### config.mk
export PLATFORM = sky130hd
export DESIGN_NAME = bcd_stack_arith_unit
export DESIGN_NICKNAME = d
export VERILOG_FILES = /design/src/hdl/bcd_stack_pkg.sv /design/src/hdl/bcd_addsub32.sv /design/src/hdl/bcd_stack_arith_unit.sv
export SDC_FILE = /design/constraint.sdc
export NUM_CORES = 1
export LEC_CHECK = 0
export BUFFER_PORTS_ARGS = -buffer_cell sky130_fd_sc_hd__buf_2
export CAP_MARGIN = 0
export CORE_MARGIN = 5
export CORE_UTILIZATION = 52
export DETAILED_ROUTE_END_ITERATION = 10
export PLACE_DENSITY = 0.71
export SETUP_SLACK_MARGIN = 0.05
export SLEW_MARGIN = 20
export SYNTH_ARGS = -nofsm -noshare
export SYNTH_HDL_FRONTEND = slang
export SYNTH_SLANG_ARGS = --single-unit
### constraint.sdc
create_clock -name CLK -period 28.2 [get_ports CLK]
set_clock_uncertainty 0.05 [all_clocks]
set_input_delay 5.64 -clock CLK [delete_from_list [all_inputs] [get_ports CLK]]
set_output_delay 5.64 -clock CLK [all_outputs]
set_load 0.01 [all_outputs]
### src/hdl/bcd_stack_pkg.sv
// constants and types shared by the bcd stack arithmetic unit
package bcd_stack_pkg;

  // ------------------------------------------------------------
  // widths and sizes
  // ------------------------------------------------------------
  localparam int WORD_W      = 32;
  localparam int HALF_W      = 16;
  localparam int NIB_W       = 4;
  localparam int DIGITS_WORD = 8;
  localparam int STACK_DEPTH = 8;
  localparam int RUN_LEN_W   = 5;
  localparam int REG_ADDR_W  = 3;

  // ------------------------------------------------------------
  // bcd digit constants
  // ------------------------------------------------------------
  localparam logic [3:0]  BCD_MAX_DIGIT = 4'h9;
  localparam logic [3:0]  BCD_ADJUST    = 4'h6;
  localparam logic [3:0]  NIB_ZERO      = 4'h0;
  localparam logic [3:0]  NIB_ONE       = 4'h1;
  localparam logic [15:0] HALF_ZERO     = 16'h0000;
  localparam logic [31:0] WORD_ZERO     = 32'h0000_0000;
  localparam logic [1:0]  DIGITS_LAST   = 2'h3;
  localparam logic [1:0]  DIGIT_STEP    = 2'h1;
  localparam logic [16:0] RUN_ONE       = 17'h0_0001;
  localparam logic [15:0] RUN_ONE16     = 16'h0001;

  // ------------------------------------------------------------
  // operation codes and engine states
  // ------------------------------------------------------------
  typedef enum logic [2:0] {
    OP_NONE          = 3'h0,
    OP_LOAD          = 3'h1,
    OP_MUL_BITRUN    = 3'h2,
    OP_DIV_BITRUN    = 3'h3,
    OP_ADD_STACK_TOP = 3'h4,
    OP_SUB_STACK_TOP = 3'h5,
    OP_MUL_STACK_TOP = 3'h6
  } op_t;

  typedef enum logic [3:0] {
    ST_IDLE      = 4'b0001,
    ST_MUL       = 4'b0010,
    ST_DIV_SHIFT = 4'b0100,
    ST_DIV_SUB   = 4'b1000
  } state_t;

  // ------------------------------------------------------------
  // register map and field positions
  // ------------------------------------------------------------
  localparam logic [2:0] REG_ACC        = 3'h0;
  localparam logic [2:0] REG_STACK_TOP  = 3'h1;
  localparam logic [2:0] REG_FLAGS      = 3'h2;
  localparam logic [2:0] REG_IRQ_STATUS = 3'h3;
  localparam logic [2:0] REG_IRQ_MASK   = 3'h4;

  localparam int FLAG_W      = 7;
  localparam int FLG_ZERO    = 0;
  localparam int FLG_NEG     = 1;
  localparam int FLG_INVALID = 2;
  localparam int FLG_CARRY16 = 3;
  localparam int FLG_CARRY32 = 4;
  localparam int FLG_BORROW16 = 5;
  localparam int FLG_BORROW32 = 6;

  localparam int EVT_W        = 4;
  localparam int EVT_DONE     = 0;
  localparam int EVT_INVALID  = 1;
  localparam int EVT_DIV_ZERO = 2;
  localparam int EVT_OVERFLOW = 3;

  localparam logic [FLAG_W-1:0] FLAGS_RESET = 7'h00;
  localparam logic [EVT_W-1:0]  MASK_RESET  = 4'h0;

endpackage : bcd_stack_pkg

### src/hdl/bcd_addsub32.sv
// eight-digit bcd adder and ten's complement subtractor
`timescale 1ns/1ps
module bcd_addsub32
  import bcd_stack_pkg::*;
(
  // operands
  input  wire logic [WORD_W-1:0] x,
  input  wire logic [WORD_W-1:0] y,
  input  wire logic              sub,
  // result
  output logic      [WORD_W-1:0] s,
  output logic                   c16,
  output logic                   c32,
  output logic                   bad
);

  logic [DIGITS_WORD:0]   cy;
  logic [DIGITS_WORD-1:0] bd;

  // subtraction adds the nines complement plus one
  assign cy[0] = sub;

  for (genvar i = 0; i < DIGITS_WORD; i++) begin : g_digit
    logic [3:0] xd;
    logic [3:0] yd;
    logic [3:0] ym;
    logic [4:0] raw;
    assign xd = x[NIB_W*i +: NIB_W];
    assign yd = y[NIB_W*i +: NIB_W];
    assign ym = sub ? 4'(BCD_MAX_DIGIT - yd) : yd;
    assign raw = {1'b0, xd} + {1'b0, ym} + {4'h0, cy[i]};
    assign cy[i+1] = raw > {1'b0, BCD_MAX_DIGIT};
    assign s[NIB_W*i +: NIB_W] = cy[i+1] ? 4'(raw[3:0] + BCD_ADJUST) : raw[3:0];
    assign bd[i] = (xd > BCD_MAX_DIGIT) | (yd > BCD_MAX_DIGIT);
  end

  // carry out of digit four is the 16-bit carry, of digit eight the 32-bit one
  assign c16 = cy[DIGITS_WORD/2];
  assign c32 = cy[DIGITS_WORD];
  assign bad = |bd;

endmodule : bcd_addsub32

### src/hdl/bcd_stack_arith_unit.sv
// bcd accumulator with push-down stack, bit-run and stack arithmetic
//
// Contract
// - mul_bitrun multiplies accumulator by the masked bit-run value, product to accumulator (only the low four accumulator digits are multiplied)
// - div_bitrun puts quotient in accumulator and remainder in first stack level
// - add_stack_top adds accumulator and first stack level as 32-bit bcd
// - sub_stack_top subtracts first stack level from accumulator as 32-bit bcd
// - mul_stack_top multiplies four-digit stack top by four-digit accumulator
// - stack add, subtract and multiply pop the first level, others move up
// - a load pushes the old accumulator onto the stack first
// - zero flag set when the result accumulator is zero, cleared otherwise
// - negative flag follows the sign bit of the result accumulator
// - invalid-digit flag set when any operand nibble is not a bcd digit
// - add sets separate 16-bit and 32-bit carry flags
// - subtract sets separate 16-bit and 32-bit borrow flags
// - flags change only on operations that affect them
//
// Chosen here: strobed register access and the register offsets.
`timescale 1ns/1ps
module bcd_stack_arith_unit
  import bcd_stack_pkg::*;
(
  // clock and reset
  input  wire logic                   CLK,
  input  wire logic                   RST,
  // operation request
  input  wire logic                   OP_VALID,
  input  wire op_t                    OP_CODE,
  input  wire logic [WORD_W-1:0]      LOAD_VALUE,
  input  wire logic [HALF_W-1:0]      RUN_BITS,
  input  wire logic [RUN_LEN_W-1:0]   RUN_LEN,
  // operation status
  output logic                        BUSY,
  output logic                        DONE,
  output logic      [WORD_W-1:0]      ACC,
  output logic      [WORD_W-1:0]      STACK_TOP,
  // status flags
  output logic                        ZERO_FLAG,
  output logic                        NEGATIVE_FLAG,
  output logic                        INVALID_DIGIT_FLAG,
  output logic                        CARRY16_FLAG,
  output logic                        CARRY32_FLAG,
  output logic                        BORROW16_FLAG,
  output logic                        BORROW32_FLAG,
  // register port
  input  wire logic [REG_ADDR_W-1:0]  REG_ADDR,
  input  wire logic [WORD_W-1:0]      REG_WDATA,
  input  wire logic                   REG_WR,
  input  wire logic                   REG_RD,
  output logic      [WORD_W-1:0]      REG_RDATA,
  // interrupt
  output logic                        IRQ
);

  // ------------------------------------------------------------
  // state record
  // ------------------------------------------------------------
  typedef struct packed {
    state_t                              st;
    op_t                                 op;
    logic [WORD_W-1:0]                   acc;
    logic [STACK_DEPTH-1:0][WORD_W-1:0]  stk;
    logic [FLAG_W-1:0]                   flg;
    logic [WORD_W-1:0]                   quo;
    logic [HALF_W-1:0]                   dv;
    logic [HALF_W-1:0]                   wb;
    logic [WORD_W-1:0]                   rem;
    logic [3:0]                          cnt;
    logic [1:0]                          left;
    logic                                inv;
    logic                                busy;
    logic                                done;
    logic [EVT_W-1:0]                    sts;
    logic [EVT_W-1:0]                    msk;
    logic [WORD_W-1:0]                   rdata;
    logic                                irq;
  } regs_t;

  regs_t q, d;

  // ------------------------------------------------------------
  // operand selection and the shared bcd adder
  // ------------------------------------------------------------
  logic [16:0]       run_pow;
  logic [HALF_W-1:0] run_val;
  logic              take, is16, engaged;
  logic [WORD_W-1:0] opnd;
  logic [WORD_W-1:0] ad_x, ad_y, ad_s;
  logic              ad_sub, ad_c16, ad_c32, ad_bad;
  // lengths above sixteen are clamped to the full sixteen-bit run
  assign run_pow = RUN_ONE << RUN_LEN;
  assign run_val = RUN_BITS & (run_pow[HALF_W-1:0] - RUN_ONE16);
  assign take    = OP_VALID && (q.st == ST_IDLE);
  assign is16    = (OP_CODE == OP_MUL_BITRUN) || (OP_CODE == OP_DIV_BITRUN)
                || (OP_CODE == OP_MUL_STACK_TOP);
  assign engaged = (q.st != ST_IDLE);
  assign opnd    = ((OP_CODE == OP_MUL_BITRUN) || (OP_CODE == OP_DIV_BITRUN))
                 ? {HALF_ZERO, run_val} : q.stk[0];

  // idle: operands of the new request; busy: running product or remainder
  assign ad_x   = engaged ? q.rem : (is16 ? {HALF_ZERO, q.acc[HALF_W-1:0]} : q.acc);
  assign ad_y   = engaged ? {HALF_ZERO, q.dv} : (is16 ? {HALF_ZERO, opnd[HALF_W-1:0]} : opnd);
  assign ad_sub = engaged ? (q.st == ST_DIV_SUB) : (OP_CODE == OP_SUB_STACK_TOP);

  bcd_addsub32 u_addsub (
    .x   (ad_x),
    .y   (ad_y),
    .sub (ad_sub),
    .s   (ad_s),
    .c16 (ad_c16),
    .c32 (ad_c32),
    .bad (ad_bad)
  );

  // ------------------------------------------------------------
  // next-state logic
  // ------------------------------------------------------------
  always_comb begin
    logic              fin;
    logic [WORD_W-1:0] res;
    logic [EVT_W-1:0]  evt;
    fin = 1'b0;
    res = WORD_ZERO;
    evt = '0;
    d = q;
    d.done = 1'b0;
    d.rdata = WORD_ZERO;
    unique case (q.st)
      ST_IDLE: begin
        if (take) begin
          unique case (OP_CODE)
            OP_LOAD: begin
              d.stk = {q.stk[STACK_DEPTH-2:0], q.acc};
              d.acc = LOAD_VALUE;
              d.done = 1'b1;
              evt[EVT_DONE] = 1'b1;
            end
            OP_ADD_STACK_TOP, OP_SUB_STACK_TOP: begin
              d.acc = ad_s;
              d.stk = {WORD_ZERO, q.stk[STACK_DEPTH-1:1]};
              d.flg[FLG_ZERO] = (ad_s == WORD_ZERO);
              d.flg[FLG_NEG] = ad_s[WORD_W-1];
              d.flg[FLG_INVALID] = ad_bad;
              if (OP_CODE == OP_ADD_STACK_TOP) begin
                d.flg[FLG_CARRY16] = ad_c16;
                d.flg[FLG_CARRY32] = ad_c32;
                evt[EVT_OVERFLOW] = ad_c32;
              end else begin
                d.flg[FLG_BORROW16] = !ad_c16;
                d.flg[FLG_BORROW32] = !ad_c32;
                evt[EVT_OVERFLOW] = !ad_c32;
              end
              d.done = 1'b1;
              evt[EVT_DONE] = 1'b1;
              evt[EVT_INVALID] = ad_bad;
            end
            OP_MUL_BITRUN, OP_MUL_STACK_TOP: begin
              d.st = ST_MUL;
              d.op = OP_CODE;
              d.dv = q.acc[HALF_W-1:0];
              d.cnt = opnd[HALF_W-1 -: NIB_W];
              d.wb = {opnd[HALF_W-NIB_W-1:0], NIB_ZERO};
              d.left = DIGITS_LAST;
              d.rem = WORD_ZERO;
              d.inv = ad_bad;
            end
            OP_DIV_BITRUN: begin
              if (run_val == HALF_ZERO) begin
                // a zero divisor leaves accumulator, stack and flags alone
                d.done = 1'b1;
                evt[EVT_DONE] = 1'b1;
                evt[EVT_DIV_ZERO] = 1'b1;
              end else begin
                d.st = ST_DIV_SHIFT;
                d.op = OP_CODE;
                d.dv = run_val;
                d.wb = q.acc[HALF_W-1:0];
                d.quo = WORD_ZERO;
                d.left = DIGITS_LAST;
                d.rem = WORD_ZERO;
                d.inv = ad_bad;
              end
            end
            default: d.done = 1'b0;
          endcase
        end
      end
      ST_MUL: begin
        // one add of the multiplicand per unit of the current multiplier digit
        if (q.cnt != NIB_ZERO) begin
          d.rem = ad_s;
          d.cnt = q.cnt - NIB_ONE;
        end else if (q.left == 2'h0) begin
          fin = 1'b1;
          res = q.rem;
        end else begin
          d.rem = {q.rem[WORD_W-NIB_W-1:0], NIB_ZERO};
          d.cnt = q.wb[HALF_W-1 -: NIB_W];
          d.wb = {q.wb[HALF_W-NIB_W-1:0], NIB_ZERO};
          d.left = q.left - DIGIT_STEP;
        end
      end
      ST_DIV_SHIFT: begin
        d.rem = {q.rem[WORD_W-NIB_W-1:0], q.wb[HALF_W-1 -: NIB_W]};
        d.wb = {q.wb[HALF_W-NIB_W-1:0], NIB_ZERO};
        d.cnt = NIB_ZERO;
        d.st = ST_DIV_SUB;
      end
      ST_DIV_SUB: begin
        // no borrow means the divisor still fits; the cap at nine bounds non-bcd divisors
        if (ad_c32 && (q.cnt != BCD_MAX_DIGIT)) begin
          d.rem = ad_s;
          d.cnt = q.cnt + NIB_ONE;
        end else begin
          d.quo = {q.quo[WORD_W-NIB_W-1:0], q.cnt};
          if (q.left == 2'h0) begin
            fin = 1'b1;
            res = {q.quo[WORD_W-NIB_W-1:0], q.cnt};
          end else begin
            d.left = q.left - DIGIT_STEP;
            d.st = ST_DIV_SHIFT;
          end
        end
      end
    endcase
    // completion writes accumulator, stack and flags in one step
    if (fin) begin
      d.st = ST_IDLE;
      d.acc = res;
      d.flg[FLG_ZERO] = (res == WORD_ZERO);
      d.flg[FLG_NEG] = res[WORD_W-1];
      d.flg[FLG_INVALID] = q.inv;
      if (q.op == OP_MUL_STACK_TOP) d.stk = {WORD_ZERO, q.stk[STACK_DEPTH-1:1]};
      if (q.op == OP_DIV_BITRUN) d.stk[0] = q.rem;
      d.done = 1'b1;
      evt[EVT_DONE] = 1'b1;
      evt[EVT_INVALID] = q.inv;
    end
    d.busy = (d.st != ST_IDLE);
    // register port; a status read clears, a new event in the same cycle wins
    if (REG_RD) begin
      unique case (REG_ADDR)
        REG_ACC:        d.rdata = q.acc;
        REG_STACK_TOP:  d.rdata = q.stk[0];
        REG_FLAGS:      d.rdata = {{(WORD_W-FLAG_W){1'b0}}, q.flg};
        REG_IRQ_STATUS: d.rdata = {{(WORD_W-EVT_W){1'b0}}, q.sts};
        REG_IRQ_MASK:   d.rdata = {{(WORD_W-EVT_W){1'b0}}, q.msk};
        default:        d.rdata = WORD_ZERO;
      endcase
    end
    if (REG_RD && (REG_ADDR == REG_IRQ_STATUS)) begin
      d.sts = evt;
    end else begin
      d.sts = q.sts | evt;
    end
    if (REG_WR && (REG_ADDR == REG_IRQ_MASK)) begin
      d.msk = REG_WDATA[EVT_W-1:0];
    end
    d.irq = |(d.sts & d.msk);
  end

  // ------------------------------------------------------------
  // state register
  // ------------------------------------------------------------
  always_ff @(posedge CLK or posedge RST) begin
    if (RST) begin
      q <= '0;
      q.st <= ST_IDLE;
      q.op <= OP_NONE;
      q.flg <= FLAGS_RESET;
      q.msk <= MASK_RESET;
    end else begin
      q <= d;
    end
  end

  assign BUSY               = q.busy;
  assign DONE               = q.done;
  assign ACC                = q.acc;
  assign STACK_TOP          = q.stk[0];
  assign ZERO_FLAG          = q.flg[FLG_ZERO];
  assign NEGATIVE_FLAG      = q.flg[FLG_NEG];
  assign INVALID_DIGIT_FLAG = q.flg[FLG_INVALID];
  assign CARRY16_FLAG       = q.flg[FLG_CARRY16];
  assign CARRY32_FLAG       = q.flg[FLG_CARRY32];
  assign BORROW16_FLAG      = q.flg[FLG_BORROW16];
  assign BORROW32_FLAG      = q.flg[FLG_BORROW32];
  assign REG_RDATA          = q.rdata;
  assign IRQ                = q.irq;

  // ------------------------------------------------------------
  // assertions
  // ------------------------------------------------------------
  // worst case: four multiplier digits of fifteen adds, three shifts and the finish
  localparam int LONG_OP_MAX = 64;
endmodule : bcd_stack_arith_unit

## Yosys cells after proc, flatten, opt, wreduce, memory -nomap -nowiden

Index checks and enable logic that the tools add are counted.

- Register bits after elaboration: 444
- Input bits: 96
- Output and inout port bits: 106

- Add/subtract/negate cells: 36
- $lt $le $gt $ge: 24
- Eq/ne operators: 32
- Shift operators: 1
- Multiplexer cells: 81
- Bitwise logic cells: 12
- Reductions and logical operators: 37

Operators by type and width:

| kind | count |
|---|---|
| $pmux W288 S2 | 1 |
| $mux W405 | 1 |
| $mux W32 | 12 |
| $mux W295 | 1 |
| $mux W288 | 1 |
| $mux W256 | 1 |
| $pmux W32 S5 | 1 |
| $pmux W36 S4 | 1 |
| $pmux W64 S2 | 1 |
| $mux W4 | 24 |
| $mux W96 | 1 |
| $mux W36 | 2 |
| $gt A4 B4 Y1 const B | 16 |
| $logic_not A32 Y1 | 2 |
| $pmux W32 S2 | 1 |
| $pmux W28 S2 | 1 |
| $mux W54 | 1 |
| $pmux W16 S3 | 1 |
| $add A4 B4 Y5 | 8 |
| $add A5 B1 Y5 | 8 |
| $gt A5 B4 Y1 const B | 8 |
| $add A4 B3 Y4 const B | 8 |
| $sub A4 B4 Y4 const A | 8 |
| $mux W28 | 1 |
| other kinds (51) | 113 |

## Logic depth before layout (Yosys ltp)

- Word-level depth: 35
- Gate-level depth with buffers: 71
- Mapped depth without buffers: 64

## By module

From an unflattened synthesis, not the netlist that was laid out.

- Cells, all modules: 2682
- Area total of the unflattened synthesis: 24703.7 um^2

By module, submodules not included:

| module | instances | cells each | area each (um^2) | sequential area each (um^2) |
|---|---|---|---|---|
| bcd_stack_arith_unit | 1 | 2379 | 22385.2 | 11111.9 |
| bcd_addsub32 | 1 | 303 | 2318.5 | 0.0 |

## Least setup slack after synthesis

No wires, ideal clock.

- Kind: input to register
- Start: input port RUN_LEN[2]
- End: register q[197] in the netlist's numbering
- Setup time: 0.123 ns
- Data arrival time: 21.624 ns
- Data required time: 28.027 ns
- Setup slack: 6.403 ns
- Stages: 63
- Buffers on the path: 7
- Cell sequence: clkbuf_1 nor3_1 nand3b_1 ha_1 clkbuf_1 nor3_1 o211ai_1 and2_1 o21ai_0 xor2_1 ha_1 xnor2_1 ha_1 a21boi_0 o31ai_1 inv_1 fa_1 fa_1 (+27 left out) nand2_1 fa_1 fa_1 inv_1 ha_1 nor2b_1 a31o_2 a32oi_1 nand2_2 or2_1 buf_4 and4b_1 buf_2 or2_1 buf_4 buf_12 buf_12 o2bb2ai_2

RTL lines:

| element | line | text |
|---|---|---|
| start, declared | bcd_stack_arith_unit.sv:31 | `input wire logic [RUN_LEN_W-1:0] RUN_LEN,` |
| end, declared | bcd_stack_arith_unit.sv:79 | `regs_t q, d;` |

==> results.rst <==
.. list-table::
   :header-rows: 1

   * - Metric
     - Value
   * - Clock Sinks
     - 444
   * - Final count of hold timing violations
     - 0
   * - Internal power
     - 0.00105 W
   * - Post-layout util
     - 55.9%
   * - Dominant combinational cell family by area after synthesis
     - compound AO/OA/AOI/OAI gates
   * - MaxCap Viol Count
     - 0
   * - Number of buffers inserted for hold repair after clock tree synthesis
     - 0
   * - Max Root-Sink Buffers
     - 3
   * - Cell mode on critical path
     - sky130_fd_sc_hd__fa_1
   * - Master of the slowest instance on the critical path
     - sky130_fd_sc_hd__and4b_4
   * - Mux cell area share after synthesis
     - 2.92%
   * - Highest-count cells in the layout ignoring fill and taps
     - sky130_fd_sc_hd__dfrtp_1 (443), sky130_fd_sc_hd__a22oi_1 (359), sky130_fd_sc_hd__nand2_1 (228)
   * - Post-CTS Repair Setup Buffers
     - 0
   * - Total negative setup slack
     - 0 ns
   * - Type of the worst setup path
     - primary input to register
   * - Register clock-pin slew on the reported worst setup and hold paths
     - 0.06 ns
   * - Clock buffers created by TritonCTS
     - 48
   * - Initial antenna violation count
     - 2
   * - Final worst path period share
     - 89.8%
   * - Slew of the pin with the lowest slew margin
     - 1.17 ns
   * - Worst Hold Launch
     - q[390]$_DFF_PP0_
   * - Worst r2r src
     - q[444]$_DFF_PP1_
   * - Count of pins on the block boundary
     - 202
   * - Number of pins with negative max-slew slack in the final report
     - 0
   * - Net count, final
     - 2711
   * - IO Port Bufs
     - 173
   * - # fillers
     - 4348
   * - Initial core utilization
     - 52.2%
   * - Via density
     - 6.79
   * - Number of design-rule violations left by the first detailed-router iteration
     - 3061
   * - Width of the die
     - 236 um
   * - Peak clock frequency supported by timing
     - 39.5 MHz
   * - NetSw
     - 0.000322 W
   * - Worst hold-check path type
     - register to register
   * - Global route overflow
     - 0
   * - Switching part of the total power
     - 23.6%
   * - Global-route wire length before repair
     - 127 mm
   * - Standby leakage power
     - 12.5 nW
   * - Number of setup violations in the final report
     - 0
   * - Post-Syn Area
     - 26600 um2
   * - Crit path launch type
     - primary input
   * - Area overhead of the layout relative to synthesis
     - 7.12%
   * - Number of core rows
     - 83
   * - Setup slack of the most critical reg-to-reg path
     - 7.81 ns
   * - Power Density
     - 48.0 nW/um2
   * - Average detailed-routed wire length per instance
     - 24.9 um
   * - Detailed-route DRC error count
     - 0
   * - Vias in the first global route
     - 21100
   * - WHS Path Cells
     - 1
   * - Terminating pin of the worst hold path
     - q[358]$_DFF_PP0_
   * - Largest net degree at the start of global routing
     - 258
   * - XOR/XNOR share of the synthesized area
     - 1.15%
   * - Leading area contributor after synthesis
     - sky130_fd_sc_hd__dfrtp_1
   * - Clock tree root driver cell
     - sky130_fd_sc_hd__clkbuf_16
   * - Number of register bits inferred by synthesis
     - 444
   * - CP arrival
     - 25.71 ns
   * - RSZ-0062 raised after global routing
     - false
   * - Number of gates resized after cts
     - 0
   * - Peak fanout along the critical path
     - 134
   * - Number of nets still failing antenna checks after routing
     - 0
   * - Global-route total usage across every layer
     - 28.0%
   * - Number of synthesized flops with an enable pin
     - 0
   * - Layout cells sized above 1
     - 20.6%
   * - Critical register-to-register path endpoint
     - STACK_TOP[1]$_DFF_PP0_
   * - Commonest non-fill, non-tap cell in the layout
     - sky130_fd_sc_hd__dfrtp_1
   * - Sequential power share
     - 47.2%
   * - Share of Yosys cell area claimed by the top area cell type
     - 41.7%
   * - Type of destination of the critical path
     - register
   * - Share of power burned in combinational logic
     - 4.3%
   * - Simple logic cell fraction of the synthesized area
     - 9.83%
   * - Synth unique cells
     - 86
   * - Dominant delay contributor by cell family on the critical path
     - adder cells
   * - Area contributors post-synth
     - sky130_fd_sc_hd__dfrtp_1 (42%), sky130_fd_sc_hd__o2bb2ai_2 (10%), sky130_fd_sc_hd__a22oi_1 (10%)
   * - CP max stage delay
     - 0.92 ns
   * - Sequential area share after synthesis
     - 41.8%
   * - Syn nets
     - 2773
   * - Number of instances in the synthesized netlist
     - 2617
   * - WP data required
     - 28.60 ns
   * - H-tree Lvls
     - 2
   * - VDD IR-drop max
     - 0.0000463 V
   * - Height of the die
     - 236 um
   * - Number of optimization iterations in the first detailed-route pass
     - 10
   * - Clock tree from TritonCTS
     - done
   * - Part of the total power dissipated in the clock network
     - 48.6%
   * - Synthesized area per cell
     - 10.2 um2
   * - Area share of fa/ha/maj cells after synthesis
     - 3.24%
   * - Overall via count from detail_route
     - 22200
   * - Worst Setup SP
     - RUN_LEN[2]
   * - Die Footprint
     - 55800 um2
   * - Proportion of synthesized flip-flops having asynchronous set or reset
     - 100%
   * - Source-to-sink clock delay at the later pin of the worst-skew pair
     - 0.61 ns
   * - Top flip-flop cell by instance count after synthesis
     - sky130_fd_sc_hd__dfrtp_1
   * - Logic depth of the worst register-to-register path
     - 58
   * - Max-Slew Margin vs Limit
     - 22.2%
   * - Outcome
     - finished clean
   * - Buffers plus inverters on the worst setup path
     - 5
   * - Total length of routed wires
     - 81.6 mm
   * - Final HPWL DP
     - 52.8 mm
   * - Final weighted congestion of routability-driven global placement
     - 0.950
   * - Core footprint
     - 51000 um2
   * - Crit path time final
     - 25.31 ns
   * - Yosys warning count
     - 0
   * - Post-synthesis compound-gate area fraction
     - 33.3%
-- metrics by stage --
step                      hold slack (ns)  setup slack (ns)  total power, W  instance area, um2  instances
final                               0.434              2.89         0.00137               28500       3272
after global placement              0.416              3.12        0.000713               26800       3184
after CTS                           0.443              3.17         0.00138               28500       3270
after detailed placement            0.427              2.54        0.000715               26800       3184
after global routing                0.454              1.73         0.00141               28500       3271
after floorplan                     0.393              6.40        0.000693               26600       2617
-- worst max-delay path by stage --
stage / to / cells past startpoint
after CTS: q[193]$_DFF_PP0_ / 62
after floorplan: q[197]$_DFF_PP0_ / 63
after global placement: q[369]$_DFF_PP0_ / 62
after global routing: q[208]$_DFF_PP0_ / 62
final: STACK_TOP[1]$_DFF_PP0_ / 62
after detailed placement: q[241]$_DFF_PP0_ / 62
-- layer usage --
metal / vias to the layer above / wire length (um) / track usage (%)
met1: 11000 / 33600 / 40.4
li1: 9650 / - / -
met3: 258 / 8240 / 5.73
met5: - / 0 / 0
met4: 0 / 3930 / 12.0
met2: 1257 / 35800 / 41.2
-- worst register-to-register path: cells and delay by family (launching register included) --
kind | cells | cell delay (ns)
buffers and inverters | 5 | 1.77
adder cells (fa/ha/maj) | 16 | 7.54
flip-flops | 1 | 0.63
XOR/XNOR | 7 | 1.90
AND/OR/NAND/NOR | 16 | 4.81
AO/OA/AOI/OAI | 11 | 2.81
multiplexers | 3 | 0.69
-- registers in the layout (all words and copies together), names as in the netlist, 32 cells and up --
| signal | count |
|---|---|
| q | 338 |
| STACK_TOP | 32 |
| REG_RDATA | 32 |
| ACC | 32 |
-- cell type report --
cell class,instances,area (um2),share of cell area (%)
Antenna cell,1,2.50,0.00878
Clock buffer,66,1340,4.70
Clock inverter,20,312,1.09
Inverter,44,173,0.606
Multi-Input combinational cell,1806,13500,47.4
Sequential cell,444,11100,39.0
Tap cell,680,851,2.98
Timing Repair Buffer,211,1220,4.27
-- cell families (layout without fill, tap and decap cells) --
kind of cell	count (synthesis)	count (layout)
buffers and inverters	367	341
xor gates and xnor gates	35	35
muxes	72	72
and+or+nand+nor	579	579
other	0	1
AOI/OAI and AO/OA	1060	1060
adders and majority gates	60	60
DFF	444	444
-- cell usage after synthesis, drive strengths merged, types with 17 or more instances --
| cell type | number |
|---|---|
| dfrtp | 443 |
| a22oi | 359 |
| nand2 | 231 |
| o2bb2ai | 193 |
| o21ai | 186 |
| nor2 | 185 |
| buf | 169 |
| clkbuf | 154 |
| a21oi | 107 |
| a22o | 61 |
| ha | 45 |
| inv | 44 |
| mux2 | 44 |
| mux2i | 28 |
| nand3 | 23 |
| xnor2 | 22 |
| nand2b | 19 |
| a221o | 17 |
-- power by group through the flow --
| stage | Clock (W) | Combinational (W) | Sequential (W) |
|---|---|---|---|
| floorplan | 0 | 0.0000374 | 0.000655 |
| global placement | 0 | 0.0000562 | 0.000657 |
| detailed placement | 0 | 0.0000577 | 0.000657 |
| CTS | 0.000674 | 0.0000579 | 0.000646 |
| global route | 0.000703 | 0.0000644 | 0.000646 |
| finish | 0.000665 | 0.0000583 | 0.000646 |
Power figures use the tool's default switching activity.
